==> src/stepper_pkg.sv <==
// Package of constants and types for the stepper phase sequencer
package stepper_pkg;

  // ****************************************************************
  // Timing
  // ****************************************************************
  localparam int unsigned CLK_PERIOD_NS  = 10;
  localparam int unsigned MIN_ENERGISE_MS = 50;
  localparam int unsigned MIN_ENERGISE_CYCLES =
    (MIN_ENERGISE_MS * 1000000 + CLK_PERIOD_NS - 1) / CLK_PERIOD_NS;
  localparam int unsigned DWELL_W = 23;

  // ****************************************************************
  // Trigger pair encoding {a, b}
  // ****************************************************************
  typedef enum logic [1:0]
  {
    TRIG_HOME = 2'h0,
    TRIG_A    = 2'h2,
    TRIG_AB   = 2'h3,
    TRIG_B    = 2'h1
  } trig_type;

  localparam logic [1:0] TRIG_RESET  = 2'h0;
  localparam logic [1:0] PHASE_RESET = 2'h3;
  localparam logic [3:0] LINES_OFF   = 4'h0;

endpackage

==> src/dwell_if.sv <==
// Interface between the sequencer and its dwell timer
interface dwell_if;
  logic start;
  logic done;
  modport owner (output start, input done);
  modport timer (input start, output done);
endinterface

==> src/dwell_timer.sv <==
// Minimum energising time counter for the four-pole drive
module dwell_timer
  import stepper_pkg::*;
#(
  parameter int unsigned CYCLES = MIN_ENERGISE_CYCLES
)
(
  input  wire logic clk_i,
  input  wire logic rst_i,
  input  wire logic ce_i,
  dwell_if.timer    dw
);

  logic [DWELL_W-1:0] count;
  logic [DWELL_W-1:0] next_count;
  logic               next_done;
  logic               done_q;

  assign dw.done = done_q;

  always_comb
  begin
    next_count = count;
    next_done  = done_q;
    if (dw.start)
    begin
      next_count = DWELL_W'(CYCLES - 1);
      next_done  = 1'b0;
    end
    else if (count != '0)
    begin
      next_count = count - DWELL_W'(1);
    end
    else
    begin
      next_done = 1'b1;
    end
  end

  always_ff @(posedge clk_i or posedge rst_i)
  begin
    if (rst_i)
    begin
      count  <= '0;
      done_q <= 1'b1;
    end
    else if (ce_i)
    begin
      count  <= next_count;
      done_q <= next_done;
    end
  end

endmodule

==> src/stepper_phase_sequencer.sv <==
// Stepper phase sequencer: two-trigger drive and four-pole drive
// ****************************************************************
// What this block does
// Two triggers give four drive states
// Reset puts both triggers inactive, home
// Clockwise: home, A, AB, B, home
// Direction set only by sequence order
// One advance gives exactly one step
// Counterclockwise walks the states in reverse
// Phase energised only when both lines active
// From phase 3: zero line, then one line
// Each phase held at least 50 ms
// ****************************************************************
module stepper_phase_sequencer
  import stepper_pkg::*;
#(
  parameter int unsigned DWELL_CYCLES = MIN_ENERGISE_CYCLES
)
(
  input  wire logic       clk_i,
  input  wire logic       rst_i,
  input  wire logic       ce_i,
  input  wire logic       step_i,
  input  wire logic       ccw_i,
  input  wire logic       pole_step_i,
  input  wire logic       pole_ccw_i,
  output logic            trig_a_o,
  output logic            trig_b_o,
  output logic            step_done_o,
  output logic [1:0]      phase_o,
  output logic [3:0]      access_o,
  output logic [3:0]      winding_o,
  output logic            pole_busy_o
);

  // ****************************************************************
  // Two-trigger sequencer
  // ****************************************************************
  trig_type trig;
  trig_type next_trig;
  logic     next_step_done;

  // Clockwise successor; one trigger flips per advance
  function automatic trig_type cw_next(input trig_type cur);
    trig_type res;
    res = cur;
    unique case (cur)
      TRIG_HOME: res = TRIG_A;
      TRIG_A:    res = TRIG_AB;
      TRIG_AB:   res = TRIG_B;
      TRIG_B:    res = TRIG_HOME;
    endcase
    return res;
  endfunction

  // Counterclockwise successor, the clockwise ring walked backwards
  function automatic trig_type ccw_next(input trig_type cur);
    trig_type res;
    res = cur;
    unique case (cur)
      TRIG_HOME: res = TRIG_B;
      TRIG_B:    res = TRIG_AB;
      TRIG_AB:   res = TRIG_A;
      TRIG_A:    res = TRIG_HOME;
    endcase
    return res;
  endfunction

  // Direction only picks which ring is walked
  function automatic trig_type advance(input trig_type cur, input logic ccw);
    trig_type res;
    if (ccw)
    begin
      res = ccw_next(cur);
    end
    else
    begin
      res = cw_next(cur);
    end
    return res;
  endfunction

  always_comb
  begin
    next_trig      = trig;
    next_step_done = 1'b0;
    if (step_i)
    begin
      // Only the order differs between directions
      next_trig      = advance(trig, ccw_i);
      next_step_done = 1'b1;
    end
  end

  always_ff @(posedge clk_i or posedge rst_i)
  begin
    if (rst_i)
    begin
      trig        <= trig_type'(TRIG_RESET);
      step_done_o <= 1'b0;
    end
    else if (ce_i)
    begin
      trig        <= next_trig;
      step_done_o <= next_step_done;
    end
  end

  // Triggers come straight from the state flops
  assign trig_a_o = trig[1];
  assign trig_b_o = trig[0];

  // ****************************************************************
  // Four-pole drive
  // ****************************************************************
  dwell_if dw();

  dwell_timer #(
    .CYCLES (DWELL_CYCLES)
  ) u_dwell (
    .clk_i (clk_i),
    .rst_i (rst_i),
    .ce_i  (ce_i),
    .dw    (dw)
  );

  logic [1:0] phase;
  logic [1:0] next_phase;
  logic       next_start;
  logic       start_q;
  logic       accept;
  logic [3:0] next_access;
  logic [3:0] next_winding;
  logic       next_busy;

  // Phase n needs lines n and n+1 both active
  function automatic logic [3:0] lines_for(input logic [1:0] ph);
    logic [3:0] l;
    l = LINES_OFF;
    l[ph]               = 1'b1;
    l[2'(ph + 2'h1)]    = 1'b1;
    return l;
  endfunction

  // Neighbouring phase; the down direction is a local choice
  function automatic logic [1:0] neighbour(input logic [1:0] ph, input logic down);
    logic [1:0] res;
    if (down)
    begin
      res = 2'(ph - 2'h1);
    end
    else
    begin
      res = 2'(ph + 2'h1);
    end
    return res;
  endfunction

  // ****************************************************************
  // Request acceptance
  // ****************************************************************
  // A request inside the dwell is dropped, so no phase is cut short
  assign accept = pole_step_i && dw.done && !start_q;

  always_comb
  begin
    next_phase = phase;
    next_start = 1'b0;
    if (accept)
    begin
      next_phase = neighbour(phase, pole_ccw_i);
      next_start = 1'b1;
    end
  end

  assign dw.start = start_q;

  // ****************************************************************
  // Access lines and windings
  // ****************************************************************
  // Lines stay off until the first request, so home draws no current
  always_comb
  begin
    next_access = access_o;
    if (accept)
    begin
      next_access = lines_for(next_phase);
    end
  end

  // Each winding is the overlap of its two access lines
  for (genvar n = 0; n < 4; n++)
  begin : g_winding
    assign next_winding[n] = next_access[n] & next_access[(n + 1) % 4];
  end

  // Busy covers the start pulse and the whole count
  always_comb
  begin
    next_busy = next_start | start_q | !dw.done;
  end

  // ****************************************************************
  // Registers
  // ****************************************************************
  always_ff @(posedge clk_i or posedge rst_i)
  begin
    if (rst_i)
    begin
      phase       <= PHASE_RESET;
      start_q     <= 1'b0;
      access_o    <= LINES_OFF;
      winding_o   <= LINES_OFF;
      pole_busy_o <= 1'b0;
    end
    else if (ce_i)
    begin
      phase       <= next_phase;
      start_q     <= next_start;
      access_o    <= next_access;
      winding_o   <= next_winding;
      pole_busy_o <= next_busy;
    end
  end

  assign phase_o = phase;

endmodule

==> config.mk <==
export PLATFORM = sky130hd
export DESIGN_NAME = stepper_phase_sequencer
export DESIGN_NICKNAME = d
export VERILOG_FILES = /design/src/stepper_pkg.sv /design/src/dwell_if.sv /design/src/dwell_timer.sv /design/src/stepper_phase_sequencer.sv
export SDC_FILE = /design/constraint.sdc
export NUM_CORES = 1
export LEC_CHECK = 0
export CAP_MARGIN = 20
export CORE_ASPECT_RATIO = 0.8
export CORE_MARGIN = 1
export CORE_UTILIZATION = 60
export DETAILED_ROUTE_END_ITERATION = 10
export DONT_BUFFER_PORTS = 1
export MAX_ROUTING_LAYER = met4
export PLACE_DENSITY = 0.79
export SLEW_MARGIN = 10
export SYNTH_ARGS = -nofsm -noshare
export SYNTH_HDL_FRONTEND = slang
export SYNTH_HIERARCHICAL = 1
export SYNTH_SLANG_ARGS = --single-unit
==> constraint.sdc <==
create_clock -name clk_i -period 2.4 [get_ports clk_i]
set_input_delay 0.12 -clock clk_i [delete_from_list [all_inputs] [get_ports clk_i]]
set_output_delay 0.12 -clock clk_i [all_outputs]
set_load 0.005 [all_outputs]
* Yosys cells after proc, flatten, opt, wreduce, memory -nomap -nowiden
Cells that the tools add are included.
** Word-level totals
- Word-level logic and storage cells :: 56
- Input port bits :: 7
- Output and inout port bits :: 14
- Register bits after elaboration :: 39
** Cells by class
- Order comparisons :: 4
- Reduce and logical (&&, ||, !) cells :: 12
- Add/subtract/negate cells :: 4
- Equality and inequality tests :: 4
- Bitwise gates (word level) :: 7
- Multiplexer cells :: 16
** Operators with widths (count)
- 23-bit 2-to-1 mux :: 2
- 23-bit nonzero test :: 1
- 23-bit by 1-bit subtractor with 23-bit output, second input constant :: 1
- 2-bit case mux with 4 select lines :: 2
- 2-bit by 3-bit less-than comparator with 1-bit output, second input constant :: 2
- 1-bit 2-to-1 mux :: 6
- 2-bit 2-to-1 mux :: 3
- 2-bit AND reduction :: 3
- 2-bit by 1-bit adder with 2-bit output, second input constant :: 2
- 1-bit AND :: 4
- 1-bit demux with 2-bit select :: 2
- 2-bit equality test, second input constant :: 2
- 2-bit by 1-bit greater-or-equal comparator with 1-bit output, second input constant :: 2
- 1-bit logical AND :: 4
- 4-bit 2-to-1 mux :: 1
- 4-bit OR :: 1
- 2-bit by 1-bit equality test with 1-bit output, second input constant :: 1
- 1-bit zero test :: 2
- 2-bit zero test :: 1
- 2-bit inequality test, second input constant :: 1
- 1-bit OR :: 2
- 2-bit nonzero test :: 1
- 2-bit by 1-bit subtractor with 2-bit output, second input constant :: 1

* Depth between registers and ports, before layout
Gate-level depths: netlist of the first run.
- Depth after elaboration :: 11
- Depth in mapped cells :: 8
- Mapped depth without buffers :: 7

* Cells and area by module
Netlist of the first run, hierarchy kept.
** Modules (own cells, without submodules)
- dwell_timer :: instances 1, cells each 148, seq. area each 601.8 µm², area each 1398.8 µm²
- stepper_phase_sequencer :: instances 1, cells each 69, seq. area each 377.9 µm², area each 744.5 µm²

* Least setup slack after synthesis of the first run
Ideal clock, no wire load.
- Kind :: register to register
- From :: reg u_dwell.count[0]
- To :: reg u_dwell.count[7]
- Cell stages (with the launch flop) :: 9
- Library setup time :: 87 ps
- Data arrival time :: 1856 ps
- Path buffers :: 1
- Data required time :: 2313 ps
- Clock period less this slack :: 1942 ps
- Setup slack :: 458 ps
- Cells stage by stage :: dfrtp_1 inv_1 ha_1 nor2b_1 buf_6 and3_1 and3_1 or4_1 o211ai_1
** Between the ends
- Word-level cells in the longest chain between the ends :: 3
- Elaborated cells on any way between the ends :: 6
- Classes of those cells :: add/sub (1); mux (2); reduce/logical (3)
** Ends and longest elaborated chain
- start: declaration :: RTL line dwell_timer.sv:14 : logic [DWELL_W-1:0] count;
- start signal: assignment :: RTL line dwell_timer.sv:49 : count <= next_count;
- 23-bit by 1-bit subtractor with 23-bit output / 23-bit nonzero test (equally long branches) :: RTL line dwell_timer.sv:32, dwell_timer.sv:30
- 23-bit 2-to-1 mux / 2-bit nonzero test (equally long branches)
- 23-bit 2-to-1 mux / 2-bit AND reduction (equally long branches)
Parallel ways exist; a longest one is shown, timed or not. The select of a mux whose other input is x is not followed.
A chain may end at the register's enable or synchronous reset.

* Final worst setup path of the first run
- From :: reg u_dwell.count[3]
- To :: reg u_dwell.count[14]
The elaborated chain is that of the path after synthesis.

==> results of run 1 <==
[layout make-up]
cell class | count | area, um^2
fillers | 285 | 1140
multi-input cells | 158 | 1060
flip-flops and latches | 39 | 980
clock buffers | 8 | 100
well taps | 42 | 52.6
inverters | 13 | 48.8
repair buffers | 5 | 42.5
[flip-flops by register name (all words and copies together), names as in the netlist, named ones only]
| register | flops |
|---|---|
| winding_o | 4 |
| dw.start | 1 |
| access_o | 2 |
| u_dwell/count | 23 |
| u_dwell/dw.done | 1 |
| trig | 2 |
| step_done_o | 1 |
| phase_o | 2 |
| pole_busy_o | 1 |
[worst min-delay path by stage]
stage	from	end	slack [ns]
floorplan	rst_i	async pin	0.02
global placement	rst_i	pole_busy_o	0.07
detailed placement	rst_i	pole_busy_o	0.11
CTS	ce_i	winding_o[2]	0.005
global route	ce_i	u_dwell/count[6]	0.01
finish	ce_i	winding_o[2]	0.004
[report_power, final]
group	switching (mW)	internal, mW	leakage (nW)	total (mW)
combinational	0.287	0.217	0.433	0.504
sequential	0.202	0.823	0.459	1.02
clock	0.227	0.262	0.0515	0.489
total	0.716	1.30	0.944	2.02
[cell families after synthesis]
logic type	count (synthesis)	share of synthesized area
xor+xnor	17	0.0695
flops	39	0.457
compound gates	43	0.139
buf+inv	20	0.0485
simple gates	91	0.248
fa+ha+maj	5	0.0292
mux	2	0.00934
[cell usage after synthesis, drive strengths merged (5+ instances only)]
master   count
nand2b       5
nand4        5
nor3         5
or4          5
nand2       20
a21oi        7
xnor2       13
ha           5
dfrtp       36
and3         5
o21ai       14
nor2        20
a2111oi      5
inv         13
nand3        8
[layer usage]
layer | share of wire | track usage
met2 | 0.47 | 0.392
met5 | 0 | -
met4 | 0.022 | 0.120
met1 | 0.44 | 0.371
met3 | 0.071 | 0.0599
[repair_timing]
| action | in CTS | in global routing |
|---|---|---|
| endpoints found under the hold margin | 43 | 0 |
| gates resized for setup | 0 | 0 |
| hold buffers | 2 | 0 |
| endpoints found under the setup margin | 0 | 0 |
[worst max-delay path: stages, from the launching register on]
cell and delay (ns):
dfrtp_1 0.48, nor4_4 0.42, nand3_1 0.31, a2111oi_0 0.63, xnor2_1 0.19, nand2_1 0.07
==> flow_metrics.tcl, run 1 <==
set metrics [dict create \
    die_x_um 68.8 \
    fin_util 0.667 \
    worstPathRequired_ns 2.57 \
    synth_ff_type "dfrtp_1" \
    rsz0062_at_grt "no" \
    p_leak_nw 0.944 \
    crit_type "reg -> reg" \
    insertedDiodeCount 0 \
    avgSynthCellArea_um2 9.88 \
    grt_max_degree 25 \
    synth-edff-count 0 \
    yosysWarningCount 6 \
    fin_nets 234 \
    ys_seq_elements 39 \
    grt_pass1_vias 1586 \
    p_total_mw 2.02 \
    clk_path_buf_depth 2 \
    arrival_ns 2.40 \
    timing.rr.end "u_dwell/count[14]" \
    clk_latency_ns 0.30 \
    cp-end-kind "flop" \
    setup_viol 0 \
    fin_ws_ns 0.171 \
    place_area_um2 2160 \
    place.gp.congestion 0.933 \
    ir_drop_mv 0.601 \
    ff2ff_path_depth 5 \
    num_vias 1701 \
    finalSetupTns_ns 0 \
    synth_cell_types 54 \
    critPathMaxFanout 7 \
    drc 0 \
    synthCells 217 \
    timing.final.crit_period_ns 2.23 \
    clk_pin_slew_ns 0.07 \
    startpoint "u_dwell/count[3]" \
    antenna_left 0 \
    hold_viol 0 \
    wl_mm 4.48 \
    slew_headroom 0.386 \
    design.die.area_um2 3820 \
    timing.fmax_mhz 449 \
    dp_cells 255 \
    dp_slack_ns 0.305 \
    numClockSinks 39 \
    synth_area_leaders "dfrtp_1 42%, xnor2_1 5.3%, dfstp_2 3.7%, nand2_1 3.5%, nor2_1 3.3%" \
    reg2reg_slack_ns 0.17 \
    io_pins 21 \
    pwr_density_cell_nw_per_um2 883 \
    synth_top_area_share 0.420 \
    r2r_start "u_dwell/count[3]" \
    grt.overflow.total 0 \
    area_growth_pct 6.54 \
    yosysSeqAreaShare 0.457 \
    track_usage 0.273 \
    fin_cells 265 \
    netlist_area_um2 2140 \
    drt-initial-drc-count 221 \
    cts_buffers 5 \
    drive_gt1_frac 0.126 \
    synth.largest_area_cell "dfrtp_1" \
    cts_setup_buffers 0 \
    crit_end "u_dwell/count[14]" \
    htreeDepth 2 \
    final_common_cell "dfrtp_1" \
    cts_tree "done" \
    start_util 0.626 \
    hp-class "in -> reg" \
    holdWs_ns 0.00398 \
    syn_nets 229 \
    grt_antenna_before_repair 0 \
    detail_route.vias_per_cell 6.42 \
    cap_violations 0 \
    die_y_um 55.5 \
    root_buffer "clkbuf_8" \
    period_share 0.929 \
    grt_pass1_wl_mm 7.38 \
    core_region_area_um2 3420 \
    tightestPinTransition_ns 0.920 \
    port_buffers 0 \
    worstHoldPathCells 1 \
    synthArstFlopShare 1.00 \
    status "finished, final reports clean" \
    slew_viol_final 0 \
    dp_hpwl_mm 3.11 \
    rows 19 \
    start_kind "flop" \
    clock_skew_ns 0.00371 \
    drt-wirelength-per-cell_um 16.9 \
    layout_common_cells "36 x dfrtp_1, 20 x nand2_1, 19 x nor2_1, 13 x inv_1, 13 x xnor2_1" \
    final_cell_area_um2 2280 \
    dr.pass1.iters 5 \
]
Power figures use the tool's default switching activity.
==> run 2: changes to the inputs <==
--- a/config.mk
+++ b/config.mk
@@ -8,11 +8,11 @@
 export CAP_MARGIN = 20
 export CORE_ASPECT_RATIO = 0.8
 export CORE_MARGIN = 1
-export CORE_UTILIZATION = 60
+export CORE_UTILIZATION = 35
 export DETAILED_ROUTE_END_ITERATION = 10
 export DONT_BUFFER_PORTS = 1
 export MAX_ROUTING_LAYER = met4
-export PLACE_DENSITY = 0.79
+export PLACE_DENSITY = 0.52
 export SLEW_MARGIN = 10
 export SYNTH_ARGS = -nofsm -noshare
 export SYNTH_HDL_FRONTEND = slang
==> run 2 against run 1 <==
Largest power group unchanged; global-route usage shrank 12 points; fmax grew 3.9%; clock power up 16%; total power up 2.6%; utilization shrank 27 points.
==> flow_metrics.tcl, run 2 (synthesis gave the netlist of run 1 again) <==
set metrics [dict create \
    wl_mm 4.40 \
    core_region_area_um2 5910 \
    pwr_density_cell_nw_per_um2 871 \
    worstPathRequired_ns 2.56 \
    cts_setup_buffers 0 \
    p_leak_nw 0.956 \
    clk_latency_ns 0.29 \
    place.gp.congestion 0.762 \
    grt_max_degree 25 \
    status "finished, final reports clean" \
    critPathMaxStageDelay_ns 0.50 \
    dp_hpwl_mm 2.98 \
    cp-end-kind "flop" \
    arrival_ns 2.31 \
    reg2reg_slack_ns 0.25 \
    clk_path_buf_depth 2 \
    setup_viol 0 \
    track_usage 0.155 \
    start_kind "flop" \
    grt_pass1_vias 1542 \
    die_x_um 89.5 \
    reg_top3 "u_dwell/count x23, winding_o x4" \
    timing.fmax_mhz 466 \
    cts_tree "done" \
    final_cell_area_um2 2380 \
    cap_violations 0 \
    cts_buffers 5 \
    area_growth_pct 10.9 \
    dp_cells 294 \
    crit_type "reg -> reg" \
    htreeDepth 2 \
    die_y_um 72.0 \
    clock_skew_ns 0.00516 \
    drt-wirelength-per-cell_um 14.5 \
    hold_viol 0 \
    grt.overflow.total 0 \
    ir_drop_mv 0.253 \
    clk_pin_slew_ns 0.08 \
    fin_ws_ns 0.254 \
    antenna_left 0 \
    num_vias 1573 \
    place_area_um2 2220 \
    design.die.area_um2 6440 \
    fin_cells 304 \
    detail_route.vias_per_cell 5.17 \
    tightestPinTransition_ns 0.942 \
    slew_viol_final 0 \
    layout_common_cells "36 x dfrtp_1, 20 x nand2_1, 19 x nor2_1, 13 x inv_1, 13 x xnor2_1" \
    drt-initial-drc-count 76 \
    dr.pass1.iters 4 \
    cp_cell_sequence "inv_1 > ha_1 > nor2b_1 > nand3_2 > a2111oi_1 > xnor2_1 > nor2_1" \
    critPathMaxFanout 7 \
    numClockSinks 39 \
    insertedDiodeCount 0 \
    largest_register "u_dwell/count" \
    rows 25 \
    grt_antenna_before_repair 0 \
    drive_gt1_frac 0.139 \
    start_util 0.363 \
    root_buffer "clkbuf_8" \
    timing.final.crit_period_ns 2.15 \
    hp-class "in -> reg" \
    largest_reg_flops 23 \
    final_common_cell "dfrtp_1" \
    period_share 0.894 \
    grt_pass1_wl_mm 7.38 \
    io_pins 21 \
    dp_slack_ns 0.153 \
    port_buffers 0 \
    drc 0 \
    slew_headroom 0.371 \
    slowest_stage "a2111oi_1" \
    fin_nets 234 \
]
-- run 2: cell types whose count changed in the layout (fill, tap and decap cells not counted) --
cell and delta:
a2111oi_0 -3, a2111oi_1 +2, a2111oi_2 +1, buf_12 +1, buf_4 -1, bufinv_16 +1, clkbuf_1 -1, clkbuf_8 -1
clkinv_2 +1, nand3_1 -1, nand3_2 +1
-- run 2: final cells by class --
class / count / area [um^2]
Timing Repair Buffer: 5 / 55.1
Clock inverter: 2 / 35.0
Fill cell: 566 / 3540
Clock buffer: 6 / 82.6
Multi-Input combinational cell: 158 / 1070
Sequential cell: 39 / 980
Inverter: 13 / 48.8
Tap cell: 81 / 101
-- run 2: path summary, 6_finish.rpt --
kind                            depth (start not counted)           endpoint              from
worst max-delay path                                    7  u_dwell/count[16]  u_dwell/count[0]
worst min-delay path                                    2       winding_o[1]              ce_i
worst max register to register                          7  u_dwell/count[16]  u_dwell/count[0]
worst min register to register                          2    u_dwell/dw.done   u_dwell/dw.done
max in group asynchronous                               2  u_dwell/count[12]             rst_i
min in group asynchronous                               2            trig[1]             rst_i
-- run 2: metrics by stage --
stage	setup TNS, ns	power (mW)	hold slack, ns	utilization
global route	-0.0123	2.22	0.0165	0.402
global placement	0	1.50	0.108	0.376
detailed placement	0	1.51	0.106	0.376
finish	0	2.07	0.00935	0.402
CTS	0	2.10	0.00581	0.400
floorplan	0	1.38	0.0200	-
-- run 2: what timing repair did --
item | 4_1_cts | 5_1_grt
endpoints found under the setup margin | 0 | 3
gates resized for setup | 0 | 5
hold buffers | 2 | 0
hold endpoints to repair | 45 | 0
-- run 2: routing by layer --
layer  wire length, um  track usage  part of all wire
met1              2450        0.226              0.56
met2              1790        0.209              0.41
met3               127       0.0375             0.029
met4                36       0.0494            0.0082
met5                 0            -                 0
-- run 2: power breakdown --
| group | internal [mW] | switching (mW) |
|---|---|---|
| clock network | 0.336 | 0.232 |
| registers | 0.822 | 0.195 |
| logic | 0.215 | 0.268 |
| total | 1.37 | 0.695 |
-- run 2: critical path, delay by kind of cell (launching register included) --
kind            cells  cell delay, ns
xor+xnor            1            0.17
flops               1            0.43
simple gates        3            0.69
compound gates      1            0.50
fa+ha+maj           1            0.15
buf+inv             1            0.07
==> run 3: changes to the inputs <==
--- a/config.mk
+++ b/config.mk
@@ -9,6 +9,7 @@
 export CORE_ASPECT_RATIO = 0.8
 export CORE_MARGIN = 1
 export CORE_UTILIZATION = 35
+export CTS_BUF_LIST = sky130_fd_sc_hd__clkbuf_16
 export DETAILED_ROUTE_END_ITERATION = 10
 export DONT_BUFFER_PORTS = 1
 export MAX_ROUTING_LAYER = met4
==> run 3 against run 2 <==
Critical endpoint unchanged; hold slack got worse by 0.0016 ns; setup slack got worse by 0.014 ns; critical path depth did not move; count of clock-buffer cells in the layout decreased by 1; sequential power hardly changed.
==> flow_metrics.tcl, run 3 (synthesis gave the netlist of run 1 again) <==
set metrics [dict create \
    multi_input_area_um2 1070 \
    pwr-share-seq 0.456 \
    switching_power_mw 0.707 \
    port_buffers 0 \
    track_usage 0.156 \
    largest_register "u_dwell/count" \
    ff2ff_path_depth 7 \
    place_area_um2 2220 \
    cts_tree "done" \
    final_cell_area_um2 2420 \
    arrival_ns 2.30 \
    reg_top3 "u_dwell/count x23, winding_o x4" \
    hp-class "in -> reg" \
    area_growth_pct 13.0 \
    dr.pass1.iters 4 \
    r2r_start "u_dwell/count[0]" \
    p_leak_nw 0.976 \
    timing.fmax_mhz 463 \
    largest_reg_flops 23 \
    root_buffer "clkbuf_16" \
    tightestPinTransition_ns 0.933 \
    crit_end "u_dwell/count[16]" \
    cp_cell_sequence "inv_1 > ha_1 > nor2b_1 > nand3_2 > a2111oi_1 > xnor2_1 > nor2_1" \
    clkPwrFrac 0.328 \
    core_region_area_um2 5910 \
    dp_hpwl_mm 2.98 \
    io_pins 21 \
    swShare 0.317 \
    hold_viol 0 \
    worst-path-buf-inv 1 \
    period_share 0.900 \
    antenna_left 0 \
    setup_viol 0 \
    num_vias 1600 \
    cp.depth 7 \
    drt-wirelength-per-cell_um 14.5 \
    slew_headroom 0.377 \
    grt_pass1_vias 1540 \
    slowest_stage "a2111oi_1" \
    startpoint "u_dwell/count[0]" \
    status "finished, final reports clean" \
    clk_path_buf_depth 2 \
    detail_route.vias_per_cell 5.26 \
    grt_max_degree 25 \
    cts_setup_buffers 0 \
    grt_pass1_wl_mm 7.43 \
    final_common_cell "dfrtp_1" \
    start_util 0.363 \
    ir_drop_mv 0.280 \
    final.fill_count 556 \
    reg2reg_slack_ns 0.24 \
    pwr_density_cell_nw_per_um2 921 \
    drc 0 \
    crit_type "reg -> reg" \
    insertedDiodeCount 0 \
    fin_nets 234 \
    clk_pin_slew_ns 0.06 \
    layout_common_cells "36 x dfrtp_1, 20 x nand2_1, 19 x nor2_1, 13 x inv_1, 13 x xnor2_1" \
    timing.rr.end "u_dwell/count[16]" \
    drt-initial-drc-count 80 \
    die_y_um 72.0 \
    slew_viol_final 0 \
    power_frac_comb 0.216 \
    grt_antenna_before_repair 0 \
    design.die.area_um2 6440 \
    die_x_um 89.5 \
    timing.final.crit_period_ns 2.16 \
    fin_cells 304 \
    cp_top_family "simple AND/OR/NAND/NOR gates" \
    place.gp.congestion 0.762 \
    wl_mm 4.42 \
    cellInternalPower_mw 1.52 \
    worstPathRequired_ns 2.54 \
    dp_cells 294 \
    drive_gt1_frac 0.135 \
    htreeDepth 2 \
    cp-end-kind "flop" \
    cap_violations 0 \
    critPathMaxStageDelay_ns 0.51 \
    rows 25 \
    regArea_um2 980 \
    numClockSinks 39 \
    grt.overflow.total 0 \
    start_kind "flop" \
    critPathMaxFanout 7 \
    clock_skew_ns 0.00255 \
    cts_buffers 5 \
    clk_latency_ns 0.28 \
]
-- run 3: per-stage QoR --
step / TNS (ns) / worst slack [ns] / util / hold WS (ns) / power (mW)
finish: 0 / 0.241 / 0.410 / 0.00772 / 2.23
global route: -0.0116 / -0.0116 / 0.410 / 0.0192 / 2.39
CTS: 0 / 0.122 / 0.407 / 0.00248 / 2.26
detailed placement: 0 / 0.153 / 0.376 / 0.106 / 1.51
global placement: 0 / 0.214 / 0.376 / 0.108 / 1.50
floorplan: 0 / 0.458 / - / 0.0200 / 1.38
-- run 3: cell type report --
type	instances	area share
Timing Repair Buffer	5	0.0227
Clock buffer	5	0.0517
Sequential cell	39	0.404
Multi-Input combinational cell	158	0.443
Tap cell	81	0.0418
Inverter	13	0.0201
Clock inverter	3	0.0160
-- run 3: worst min path at each step --
stage / cells past startpoint / slack, ns / start / to
floorplan: 1 / 0.02 / rst_i / async pin
global placement: 1 / 0.11 / rst_i / trig[1]
detailed placement: 1 / 0.11 / rst_i / trig[1]
CTS: 2 / 0.002 / ce_i / winding_o[2]
global route: 2 / 0.02 / ce_i / winding_o[2]
finish: 2 / 0.008 / ce_i / winding_o[2]
-- run 3: power by group through the flow --
stage	logic, mW	registers [mW]	clock network (mW)
finish	0.482	1.02	0.731
global route	0.556	1.05	0.790
CTS	0.487	1.02	0.757
detailed placement	0.481	1.03	0
global placement	0.475	1.03	0
floorplan	0.397	0.988	0
-- run 3: worst reg2reg max path, stage by stage (launching register included) --
cell,delay [ns]
dfrtp_1,0.42
inv_1,0.08
ha_1,0.15
nor2b_1,0.38
nand3_2,0.26
a2111oi_1,0.51
xnor2_1,0.17
nor2_1,0.06
-- run 3: repair_timing --
item                                    in CTS  in global routing
endpoints found under the setup margin       0                  3
endpoints found under the hold margin       43                  0
gates resized for setup                      0                  5
hold buffers                                 2                  0
-- run 3: metal layers --
| layer | track usage | wire length, um | vias to the layer above |
|---|---|---|---|
| li1 | - | - | 789 |
| met1 | 0.228 | 2380 | 782 |
| met2 | 0.212 | 1850 | 24 |
| met3 | 0.0375 | 156 | 5 |
| met4 | 0.0459 | 37 | 0 |
| met5 | - | 0 | - |
